[config.mk]
export PLATFORM = sky130hd
export DESIGN_NAME = framed_spi_port
export DESIGN_NICKNAME = d
export VERILOG_FILES = /design/src/rtl/serial_port_pkg.sv /design/src/rtl/serial_clock_divider.sv /design/src/rtl/framed_spi_port.sv
export SDC_FILE = /design/constraint.sdc
export NUM_CORES = 1
export LEC_CHECK = 0
export BUFFER_PORTS_ARGS = -buffer_cell sky130_fd_sc_hd__clkbuf_2
export CELL_PAD_IN_SITES_DETAIL_PLACEMENT = 0
export CELL_PAD_IN_SITES_GLOBAL_PLACEMENT = 1
export CORE_MARGIN = 2
export CORE_UTILIZATION = 35
export CTS_CLUSTER_DIAMETER = 60
export DETAILED_ROUTE_END_ITERATION = 8
export GPL_TIMING_DRIVEN = 0
export PLACE_DENSITY_LB_ADDON = 0.25
export SLEW_MARGIN = 20
export SYNTH_ARGS = -nofsm -noshare
export SYNTH_HDL_FRONTEND = slang
export SYNTH_SLANG_ARGS = --single-unit
[constraint.sdc]
create_clock -name clk_sys -period 6.5 [get_ports clk_sys]
set_input_delay 1.3 -clock clk_sys [delete_from_list [all_inputs] [get_ports clk_sys]]
set_output_delay 1.3 -clock clk_sys [all_outputs]
set_load 0.005 [all_outputs]
[src/rtl/serial_port_pkg.sv]
package serial_port_pkg;

    localparam int WORD_W = 16;
    localparam int BYTE_W = 8;
    localparam int BCNT_W = 4;
    localparam int FOSC_DIV = 4;
    localparam int DIV_CNT_W = 12;

    localparam logic [BCNT_W-1:0] LAST_BIT_16 = 4'hf;
    localparam logic [BCNT_W-1:0] LAST_BIT_8 = 4'h7;
    localparam logic [WORD_W-1:0] WORD_RESET = 16'h0000;
    localparam logic [BCNT_W-1:0] BCNT_RESET = 4'h0;
    localparam logic [DIV_CNT_W-1:0] DIV_RESET = 12'h000;

    // frame_sync_direction encoding
    localparam logic FRAME_SYNC_PULSE_GENERATE = 1'b0;
    localparam logic FRAME_SYNC_PULSE_RECEIVE = 1'b1;

    typedef enum logic [2:0] {
        ST_IDLE = 3'b001,
        ST_FRAME = 3'b010,
        ST_SHIFT = 3'b100
    } xfer_state_e;

    typedef struct packed {
        logic enable;
        logic master_mode;
        logic word_width_select;
        logic clock_idle_polarity;
        logic clock_edge_select;
        logic serial_out_disable;
        logic framed_mode_enable;
        logic frame_sync_direction;
        logic slave_select_enable;
        logic stop_in_idle;
        logic [1:0] primary_prescale;
        logic [2:0] secondary_prescale;
    } serial_cfg_s;

    typedef struct packed {
        logic transfer_done_flag;
        logic receive_overflow_flag;
        logic rx_full;
        logic tx_full;
    } serial_status_s;

    // outgoing bit of a word: bit 7 for bytes, bit 15 for words
    function automatic logic msb_bit(input logic [WORD_W-1:0] word, input logic wide);
        msb_bit = wide ? word[WORD_W-1] : word[BYTE_W-1];
    endfunction

    // sys clocks per serial half period, minus one
    function automatic logic [DIV_CNT_W-1:0] half_limit(input logic [1:0] pp,
                                                        input logic [2:0] sp);
        logic [DIV_CNT_W-1:0] p;
        logic [DIV_CNT_W-1:0] s;
        p = DIV_CNT_W'(1) << (2 * pp);
        s = DIV_CNT_W'(sp) + DIV_CNT_W'(1);
        half_limit = DIV_CNT_W'((FOSC_DIV / 2) * p * s - 1);
    endfunction

endpackage

[src/rtl/serial_clock_divider.sv]
`timescale 1ns/1ps
`default_nettype none

module serial_clock_divider
    import serial_port_pkg::*;
(
    input wire logic clk_sys,
    input wire logic rst_n,
    input wire logic run,
    input wire logic [1:0] primary_prescale,
    input wire logic [2:0] secondary_prescale,
    output logic half_tick
);

    logic [DIV_CNT_W-1:0] cnt_q;
    logic at_limit;

    assign at_limit = (cnt_q >= half_limit(primary_prescale, secondary_prescale));
    assign half_tick = run & at_limit;

    always_ff @(posedge clk_sys) begin
        if (!rst_n || !run || at_limit) begin
            cnt_q <= DIV_RESET;
        end else begin
            cnt_q <= cnt_q + DIV_CNT_W'(1);
        end
    end

endmodule

`default_nettype wire

[src/rtl/framed_spi_port.sv]
// Function
// - each transfer is 8 or 16 clock pulses, plus the frame pulse clock in framed mode; one bit out and one in per data pulse
// - completion sets the done flag; interrupt only when its enable is set
// - a completed received word is copied into the receive buffer
// - unread buffer at completion sets overflow, drops new word, keeps buffer
// - while overflow is set serial clocks are ignored until buffer read
// - transfer end moves shift register to rx and loads pending tx word
// - one data address: writes fill tx buffer, reads return rx buffer
// - master drives the serial clock pin; slave takes it as input
// - master starts as soon as a word is written, clock from prescaler
// - master flags completion at middle of the last bit
// - slave shifts on external clocks, flags when last bit latched
// - master clock is fosc/4 through primary then secondary prescale
// - edge select picks which clock transition changes output data
// - polarity bit sets the idle level of the serial clock
// - width bit selects 16 or 8 bit transfers, otherwise identical
// - width changes only while disabled; change resets transfer logic
// - output from bit 7 or bit 15, input enters at bit 0
// - output disable releases data out pin for receive-only use
// - framed mode turns slave select into frame sync pin, both roles
// - direction bit chooses generate or receive one-clock high frame pulse
// - framed data starts on transmit edge following the frame pulse
// - slave select high releases output and resets bit counters
// - sleep aborts transfer, stops port, keeps register contents
// - stop-in-idle bit halts port in idle when set
`timescale 1ns/1ps
`default_nettype none

module framed_spi_port
    import serial_port_pkg::*;
(
    input wire logic clk_sys,
    input wire logic rst_n,
    input wire serial_cfg_s cfg,
    input wire logic cpu_idle,
    input wire logic cpu_sleep,
    input wire logic transfer_done_irq_enable,
    input wire logic transfer_done_clear,
    input wire logic buf_wr,
    input wire logic [WORD_W-1:0] buf_wdata,
    input wire logic buf_rd,
    output logic [WORD_W-1:0] buf_rdata,
    output serial_status_s status,
    output logic irq,
    input wire logic serial_in_pin,
    input wire logic serial_clock_pin_i,
    output logic serial_clock_pin_o,
    output logic serial_clock_pin_oe,
    input wire logic slave_select_pin_i,
    output logic slave_select_pin_o,
    output logic slave_select_pin_oe,
    output logic serial_out_pin_o,
    output logic serial_out_pin_oe
);

    xfer_state_e state_q, state_d;
    logic [WORD_W-1:0] sr_q, tx_q, rx_q;
    logic [WORD_W-1:0] new_word;
    logic [BCNT_W-1:0] bcnt_q, last_bit;
    logic tx_full_q, rx_full_q, ovf_q, done_flag_q;
    logic out_q, sck_q, frame_sync_pulse_q, arm_q, begun_q, width_q;
    logic sdi_s1, sdi_s2, sck_s1, sck_s2, sck_s3, ss_s1, ss_s2;
    logic run, width_chg, ss_block, xfer_rst;
    logic half_tick, div_run, edge_any, lead, sample_e, change_e;
    logic start_m, load, done, rx_free, frame_sync_pulse_lvl, gen_frame_sync_pulse;

    // two-stage pin synchronisers; sck has a third stage for edges
    always_ff @(posedge clk_sys) begin
        if (!rst_n) begin
            sdi_s1 <= 1'b0;
            sdi_s2 <= 1'b0;
            sck_s1 <= 1'b0;
            sck_s2 <= 1'b0;
            sck_s3 <= 1'b0;
            ss_s1 <= 1'b1;
            ss_s2 <= 1'b1;
        end else begin
            sdi_s1 <= serial_in_pin;
            sdi_s2 <= sdi_s1;
            sck_s1 <= serial_clock_pin_i;
            sck_s2 <= sck_s1;
            sck_s3 <= sck_s2;
            ss_s1 <= slave_select_pin_i;
            ss_s2 <= ss_s1;
        end
    end

    assign run = cfg.enable & ~cpu_sleep & ~(cpu_idle & cfg.stop_in_idle);
    assign width_chg = (width_q != cfg.word_width_select);
    assign ss_block = ~cfg.master_mode & cfg.slave_select_enable
                    & ~cfg.framed_mode_enable & ss_s2;
    assign xfer_rst = ~run | width_chg | ss_block;
    assign last_bit = cfg.word_width_select ? LAST_BIT_16 : LAST_BIT_8;
    assign gen_frame_sync_pulse = (cfg.frame_sync_direction == FRAME_SYNC_PULSE_GENERATE);

    always_ff @(posedge clk_sys) begin
        if (!rst_n) begin
            width_q <= 1'b0;
        end else begin
            width_q <= cfg.word_width_select;
        end
    end

    // master clock generation
    assign div_run = cfg.master_mode & ~xfer_rst
                   & ((state_q != ST_IDLE) | (sck_q != cfg.clock_idle_polarity));

    serial_clock_divider u_div (
        .clk_sys(clk_sys),
        .rst_n(rst_n),
        .run(div_run),
        .primary_prescale(cfg.primary_prescale),
        .secondary_prescale(cfg.secondary_prescale),
        .half_tick(half_tick)
    );

    always_ff @(posedge clk_sys) begin
        if (!rst_n) begin
            sck_q <= 1'b0;
        end else if (xfer_rst || !cfg.master_mode) begin
            sck_q <= cfg.clock_idle_polarity;
        end else if (half_tick) begin
            sck_q <= ~sck_q;
        end
    end

    // edge classification, common to both roles
    always_comb begin
        if (cfg.master_mode) begin
            edge_any = half_tick;
            lead = (sck_q == cfg.clock_idle_polarity);
        end else begin
            edge_any = sck_s2 ^ sck_s3;
            lead = (sck_s3 == cfg.clock_idle_polarity);
        end
        edge_any = edge_any & ~ovf_q & ~xfer_rst;
        sample_e = edge_any & (lead == cfg.clock_edge_select);
        change_e = edge_any & (lead != cfg.clock_edge_select);
    end

    assign start_m = tx_full_q & ~ovf_q & (sck_q == cfg.clock_idle_polarity);
    assign done = (state_q == ST_SHIFT) & sample_e & (bcnt_q == last_bit);
    assign frame_sync_pulse_lvl = gen_frame_sync_pulse ? frame_sync_pulse_q : ss_s2;

    always_comb begin
        if (cfg.master_mode) begin
            load = tx_full_q & (state_q == ST_IDLE) & start_m & ~xfer_rst;
        end else begin
            load = tx_full_q & ~begun_q & ~edge_any & ~xfer_rst & ~ovf_q;
        end
    end

    always_comb begin
        state_d = state_q;
        case (state_q)
            ST_IDLE: begin
                if (cfg.master_mode ? start_m : ~ovf_q) begin
                    state_d = cfg.framed_mode_enable ? ST_FRAME : ST_SHIFT;
                end
            end
            ST_FRAME: begin
                if (change_e && arm_q) begin
                    state_d = ST_SHIFT;
                end
            end
            ST_SHIFT: begin
                if (done) begin
                    if (cfg.master_mode) begin
                        state_d = ST_IDLE;
                    end else if (cfg.framed_mode_enable) begin
                        state_d = ST_FRAME;
                    end
                end
            end
            default: begin
                state_d = ST_IDLE;
            end
        endcase
        if (xfer_rst) begin
            state_d = ST_IDLE;
        end
    end

    always_ff @(posedge clk_sys) begin
        if (!rst_n) begin
            state_q <= ST_IDLE;
        end else begin
            state_q <= state_d;
        end
    end

    // frame sync generation and arming
    always_ff @(posedge clk_sys) begin
        if (!rst_n) begin
            frame_sync_pulse_q <= 1'b0;
        end else if (xfer_rst || !cfg.framed_mode_enable || !gen_frame_sync_pulse) begin
            frame_sync_pulse_q <= 1'b0;
        end else if (state_d == ST_FRAME && state_q != ST_FRAME) begin
            frame_sync_pulse_q <= 1'b1;
        end else if (edge_any && !lead) begin
            frame_sync_pulse_q <= 1'b0;
        end
    end

    always_ff @(posedge clk_sys) begin
        if (!rst_n) begin
            arm_q <= 1'b0;
        end else if (state_q != ST_FRAME) begin
            arm_q <= 1'b0;
        end else if (sample_e && frame_sync_pulse_lvl) begin
            arm_q <= 1'b1;
        end
    end

    always_ff @(posedge clk_sys) begin
        if (!rst_n) begin
            begun_q <= 1'b0;
        end else if (xfer_rst || done) begin
            begun_q <= 1'b0;
        end else if ((state_q == ST_SHIFT && sample_e)
                     || (state_q == ST_FRAME && change_e && arm_q)) begin
            begun_q <= 1'b1;
        end
    end

    always_ff @(posedge clk_sys) begin
        if (!rst_n) begin
            bcnt_q <= BCNT_RESET;
        end else if (xfer_rst || state_q != ST_SHIFT || done) begin
            bcnt_q <= BCNT_RESET;
        end else if (sample_e) begin
            bcnt_q <= bcnt_q + BCNT_W'(1);
        end
    end

    // shift register and output bit
    assign new_word = {sr_q[WORD_W-2:0], sdi_s2};

    always_ff @(posedge clk_sys) begin
        if (!rst_n) begin
            sr_q <= WORD_RESET;
        end else if (load) begin
            sr_q <= tx_q;
        end else if (sample_e && state_q == ST_SHIFT) begin
            sr_q <= new_word;
        end
    end

    always_ff @(posedge clk_sys) begin
        if (!rst_n) begin
            out_q <= 1'b0;
        end else if (load) begin
            out_q <= msb_bit(tx_q, cfg.word_width_select);
        end else if (change_e && state_q != ST_IDLE) begin
            out_q <= msb_bit(sr_q, cfg.word_width_select);
        end
    end

    // transmit holding buffer
    always_ff @(posedge clk_sys) begin
        if (!rst_n) begin
            tx_q <= WORD_RESET;
        end else if (buf_wr) begin
            tx_q <= buf_wdata;
        end
    end

    always_ff @(posedge clk_sys) begin
        if (!rst_n) begin
            tx_full_q <= 1'b0;
        end else if (buf_wr) begin
            tx_full_q <= 1'b1;
        end else if (load) begin
            tx_full_q <= 1'b0;
        end
    end

    // receive holding buffer and overflow
    assign rx_free = ~rx_full_q | buf_rd;

    always_ff @(posedge clk_sys) begin
        if (!rst_n) begin
            rx_q <= WORD_RESET;
        end else if (done && rx_free) begin
            rx_q <= cfg.word_width_select ? new_word
                  : {{(WORD_W-BYTE_W){1'b0}}, new_word[BYTE_W-1:0]};
        end
    end

    always_ff @(posedge clk_sys) begin
        if (!rst_n) begin
            rx_full_q <= 1'b0;
        end else if (done && rx_free) begin
            rx_full_q <= 1'b1;
        end else if (buf_rd) begin
            rx_full_q <= 1'b0;
        end
    end

    always_ff @(posedge clk_sys) begin
        if (!rst_n) begin
            ovf_q <= 1'b0;
        end else if (done && !rx_free) begin
            ovf_q <= 1'b1;
        end else if (buf_rd) begin
            ovf_q <= 1'b0;
        end
    end

    always_ff @(posedge clk_sys) begin
        if (!rst_n) begin
            done_flag_q <= 1'b0;
        end else if (done) begin
            done_flag_q <= 1'b1;
        end else if (transfer_done_clear) begin
            done_flag_q <= 1'b0;
        end
    end

    assign irq = done_flag_q & transfer_done_irq_enable;
    assign buf_rdata = rx_q;
    assign status = '{transfer_done_flag: done_flag_q, receive_overflow_flag: ovf_q,
                      rx_full: rx_full_q, tx_full: tx_full_q};

    // pins
    assign serial_clock_pin_o = sck_q;
    assign serial_clock_pin_oe = cfg.master_mode;
    assign serial_out_pin_o = out_q;
    assign serial_out_pin_oe = run & ~cfg.serial_out_disable
                             & (cfg.master_mode | ~cfg.slave_select_enable
                                | cfg.framed_mode_enable | ~ss_s2);
    assign slave_select_pin_o = frame_sync_pulse_q;
    assign slave_select_pin_oe = cfg.enable & cfg.framed_mode_enable & gen_frame_sync_pulse;

endmodule

`default_nettype wire

==> metrics <==
vias in the first global route=3763; Mapped Area=around 0.0045 mm²; status=completed; LEAKAGE=roughly 2.2 nW; Max transition margin=50.7%; Crit-path slowest cell=fa_1; full die area=around 0.014 mm²; clock slew at reported path FFs=roughly 0.060 ns; Die H=118 µm; Final Slew Violations=0; Hold Crit Depth=1; Fill cells=between 1000 and 1500; pin count of the biggest net entering global routing=15; core area=around 0.013 mm²; synthesized flop and latch total=84; largest cells by area after synthesis=dfxtp_1 37%, mux2i_1 8.0%, ha_1 6.9%; area of the multi-input gates=approximately 0.0026 mm²; drt total wl=about 11000 µm; Fin Clk Skew=a little under 0.008 ns; CTS Hold Bufs=0; complex-gate fraction of the synthesized area=roughly an eighth; hold slack=0.434 ns; Clk Latency, worst-skew pair=~0.34 ns; clk buf depth=2; Synth Net Count=approximately 580; R2R depth=7; crit path DAT=between 6 and 7 ns; mux cell area share after synthesis=between 8 and 9%; max-cap viol count=0; CTS H-tree lvls=3; post-synthesis sequential area ratio=between 30% and 40%; Antenna Violating Nets Remaining=0; peak supply drop=~0.16 mV; power per cell area=227 mW/mm²; TritonCTS Buffers=9; Warnings, synthesis=0; post-layout util=42.7%; Pre-Repair DR Iteration Count=4; RSZ-0062 raised after global routing=true; main flop type after synthesis=dfxtp_1; vias per cell=roughly 5; DRC viols=0; detailed placer's ending HPWL=8460 µm; Final Wtd Congestion=~0.76; xor/xnor share of the synthesized area=approximately 6.9%; Final TNS setup=0 ns; Worst Setup Path Type=input port to flop; register area=0.00168 mm²; average cell area after synthesis=around 8.8 µm²; maximum fanout along the worst path=10; worst setup margin=0.444 ns; antenna violations before repair=0; Least-Margin Pin Slew=0.740 ns; total track usage=~16%; pre-CTS WS=-0.0939 ns; Hold Startpoint=sck_s1; DR iter-0 viols=roughly 140; # clock sinks=84; GRT overflow=0; async set-reset flop share out of synthesis=0%; Antenna diodes=0; largest family of logic cells by synthesized area=simple AND/OR/NAND/NOR gates; f_max=approximately 170 MHz; post-synth top area cell=dfxtp_1; Tmin final=6.06 ns; routed length per placed instance=14.2 µm; Hold Path Class=flop to flop; Reg-to-Reg End=buf_rdata[7]; r2r setup slk=approximately 3.8 ns; io pins=69; Starting Density=roughly 36%; area delta synth->final=19.1%; global-route wire length before repair=between 15000 and 20000 µm; PortBufs=between 60 and 70; vias=about 3800; CTS tree=yes; share of layout cells above drive strength 1=18.2%; critical path's most frequent cell=ha_1; width of the die=about 120 µm; Worst Setup End Kind=flop; Final Cycle Share=93.2%; Worst Hold End=sck_s2; critical-path cell list=clkbuf_2 > ha_1 > inv_1 > nor2_1 > ha_1 > inv_1 > fa_1 > inv_1 > ha_1 > nor3b_1 > a41oi_1 > a311o_1 > xnor2_1 > ha_1 > a41o_1 > nor2b_1 > a221oi_4 > nor4_4 > clkbuf_1 > o21ai_0; Post-synth top cells=84 x dfxtp_1, 58 x nor2_1, 36 x mux2i_1, 32 x nand2_1, 30 x o21ai_0; EDFF count, synth=0; area share of the largest cell type after synthesis=37.1%; crit-path max cell delay=around 0.5 ns; Gate Count Post-Synth=513; synth unique cells=58; area share of and/or/nand/nor cells after synthesis=between 20 and 25%; site row count=41; post-synthesis adder-cell area fraction=7.79%; most common cell in the synthesized netlist=dfxtp_1; worst r2r src=u_div.cnt_q[1]; Startpoint Class=input port; Fin. Hold Viols=0; Tot Pwr=~1.2 mW; final setup vio count=0; Critical Path RT=approximately 6.7 ns; Root Buffer=clkbuf_16; Nets=657
==> power breakdown <==
part           switching [mW]  internal (mW)  total (mW)
Sequential            0.00816          0.526       0.534
Combinational          0.0785         0.0622       0.141
Clock                   0.204          0.347       0.551
==> flip-flops by register name, summed over array words and instances, names as in the netlist, 3 cells and up <==
register and flops:
bcnt_q 4, buf_rdata 16, sr_q 16, state_q 3, tx_q 16, u_div.cnt_q 12
==> worst max path at each step <==
stage	startpoint	endpoint	cells past startpoint
global placement	cfg[0]	sr_q[9]	23
floorplan	cfg[0]	sr_q[8]	22
CTS	cfg[0]	buf_rdata[7]	21
finish	cfg[0]	buf_rdata[7]	20
detailed placement	cfg[0]	buf_rdata[7]	21
global route	cfg[0]	u_div.cnt_q[3]	22
==> cell usage in the layout (no fill, tap or decap), drive strengths merged, types with 17 or more instances in the layout <==
cell type	n
xor2	17
ha	25
clkbuf	91
nor2	58
o21ai	40
inv	17
nand2	32
a21oi	28
nand3	27
mux2i	36
dfxtp	84
==> kinds of logic after synthesis <==
family,Yosys count
buf+inv,47
simple gates,191
compound gates,93
fa+ha+maj,27
xor+xnor,34
flops,84
mux,37
==> cell type report <==
class                   count  share of cell area, %
multi-input cells         382                   48.4
flip-flops and latches     84                   31.2
repair buffers             64                   5.94
clock buffers              10                   4.43
well taps                 172                   3.99
plain buffers              31                   3.41
clock inverters             5                   1.58
inverters                  16                   1.11
==> worst max-delay path: cells and delay by family <==
kind                     cells  cell delay (ns)
XOR/XNOR                     1             0.14
buffers and inverters        5             0.68
AO/OA/AOI/OAI                5             1.16
AND/OR/NAND/NOR              4             1.33
adder cells (fa/ha/maj)      5             1.64
==> what timing repair did <==
item | in CTS | in global routing
setup buffers | 0 | 0
setup endpoints to repair | 0 | 30
gates resized for setup | 0 | 1
==> through the flow <==
stage / area, µm² / cells
after floorplan: 4530 / 513
after global placement: 5060 / 749
after detailed placement: 5060 / 749
after CTS: 5390 / 764
after global routing: 5390 / 764
final: 5390 / 764
==> routing by layer <==
metal	global-route usage, %	vias up	part of all wire, %
met3	3.44	17	3.3
met4	4.52	0	1.5
met1	20.0	1751	46
met2	27.7	66	49
li1	-	1951	-
met5	0	-	0
Power figures use the tool's default switching activity.
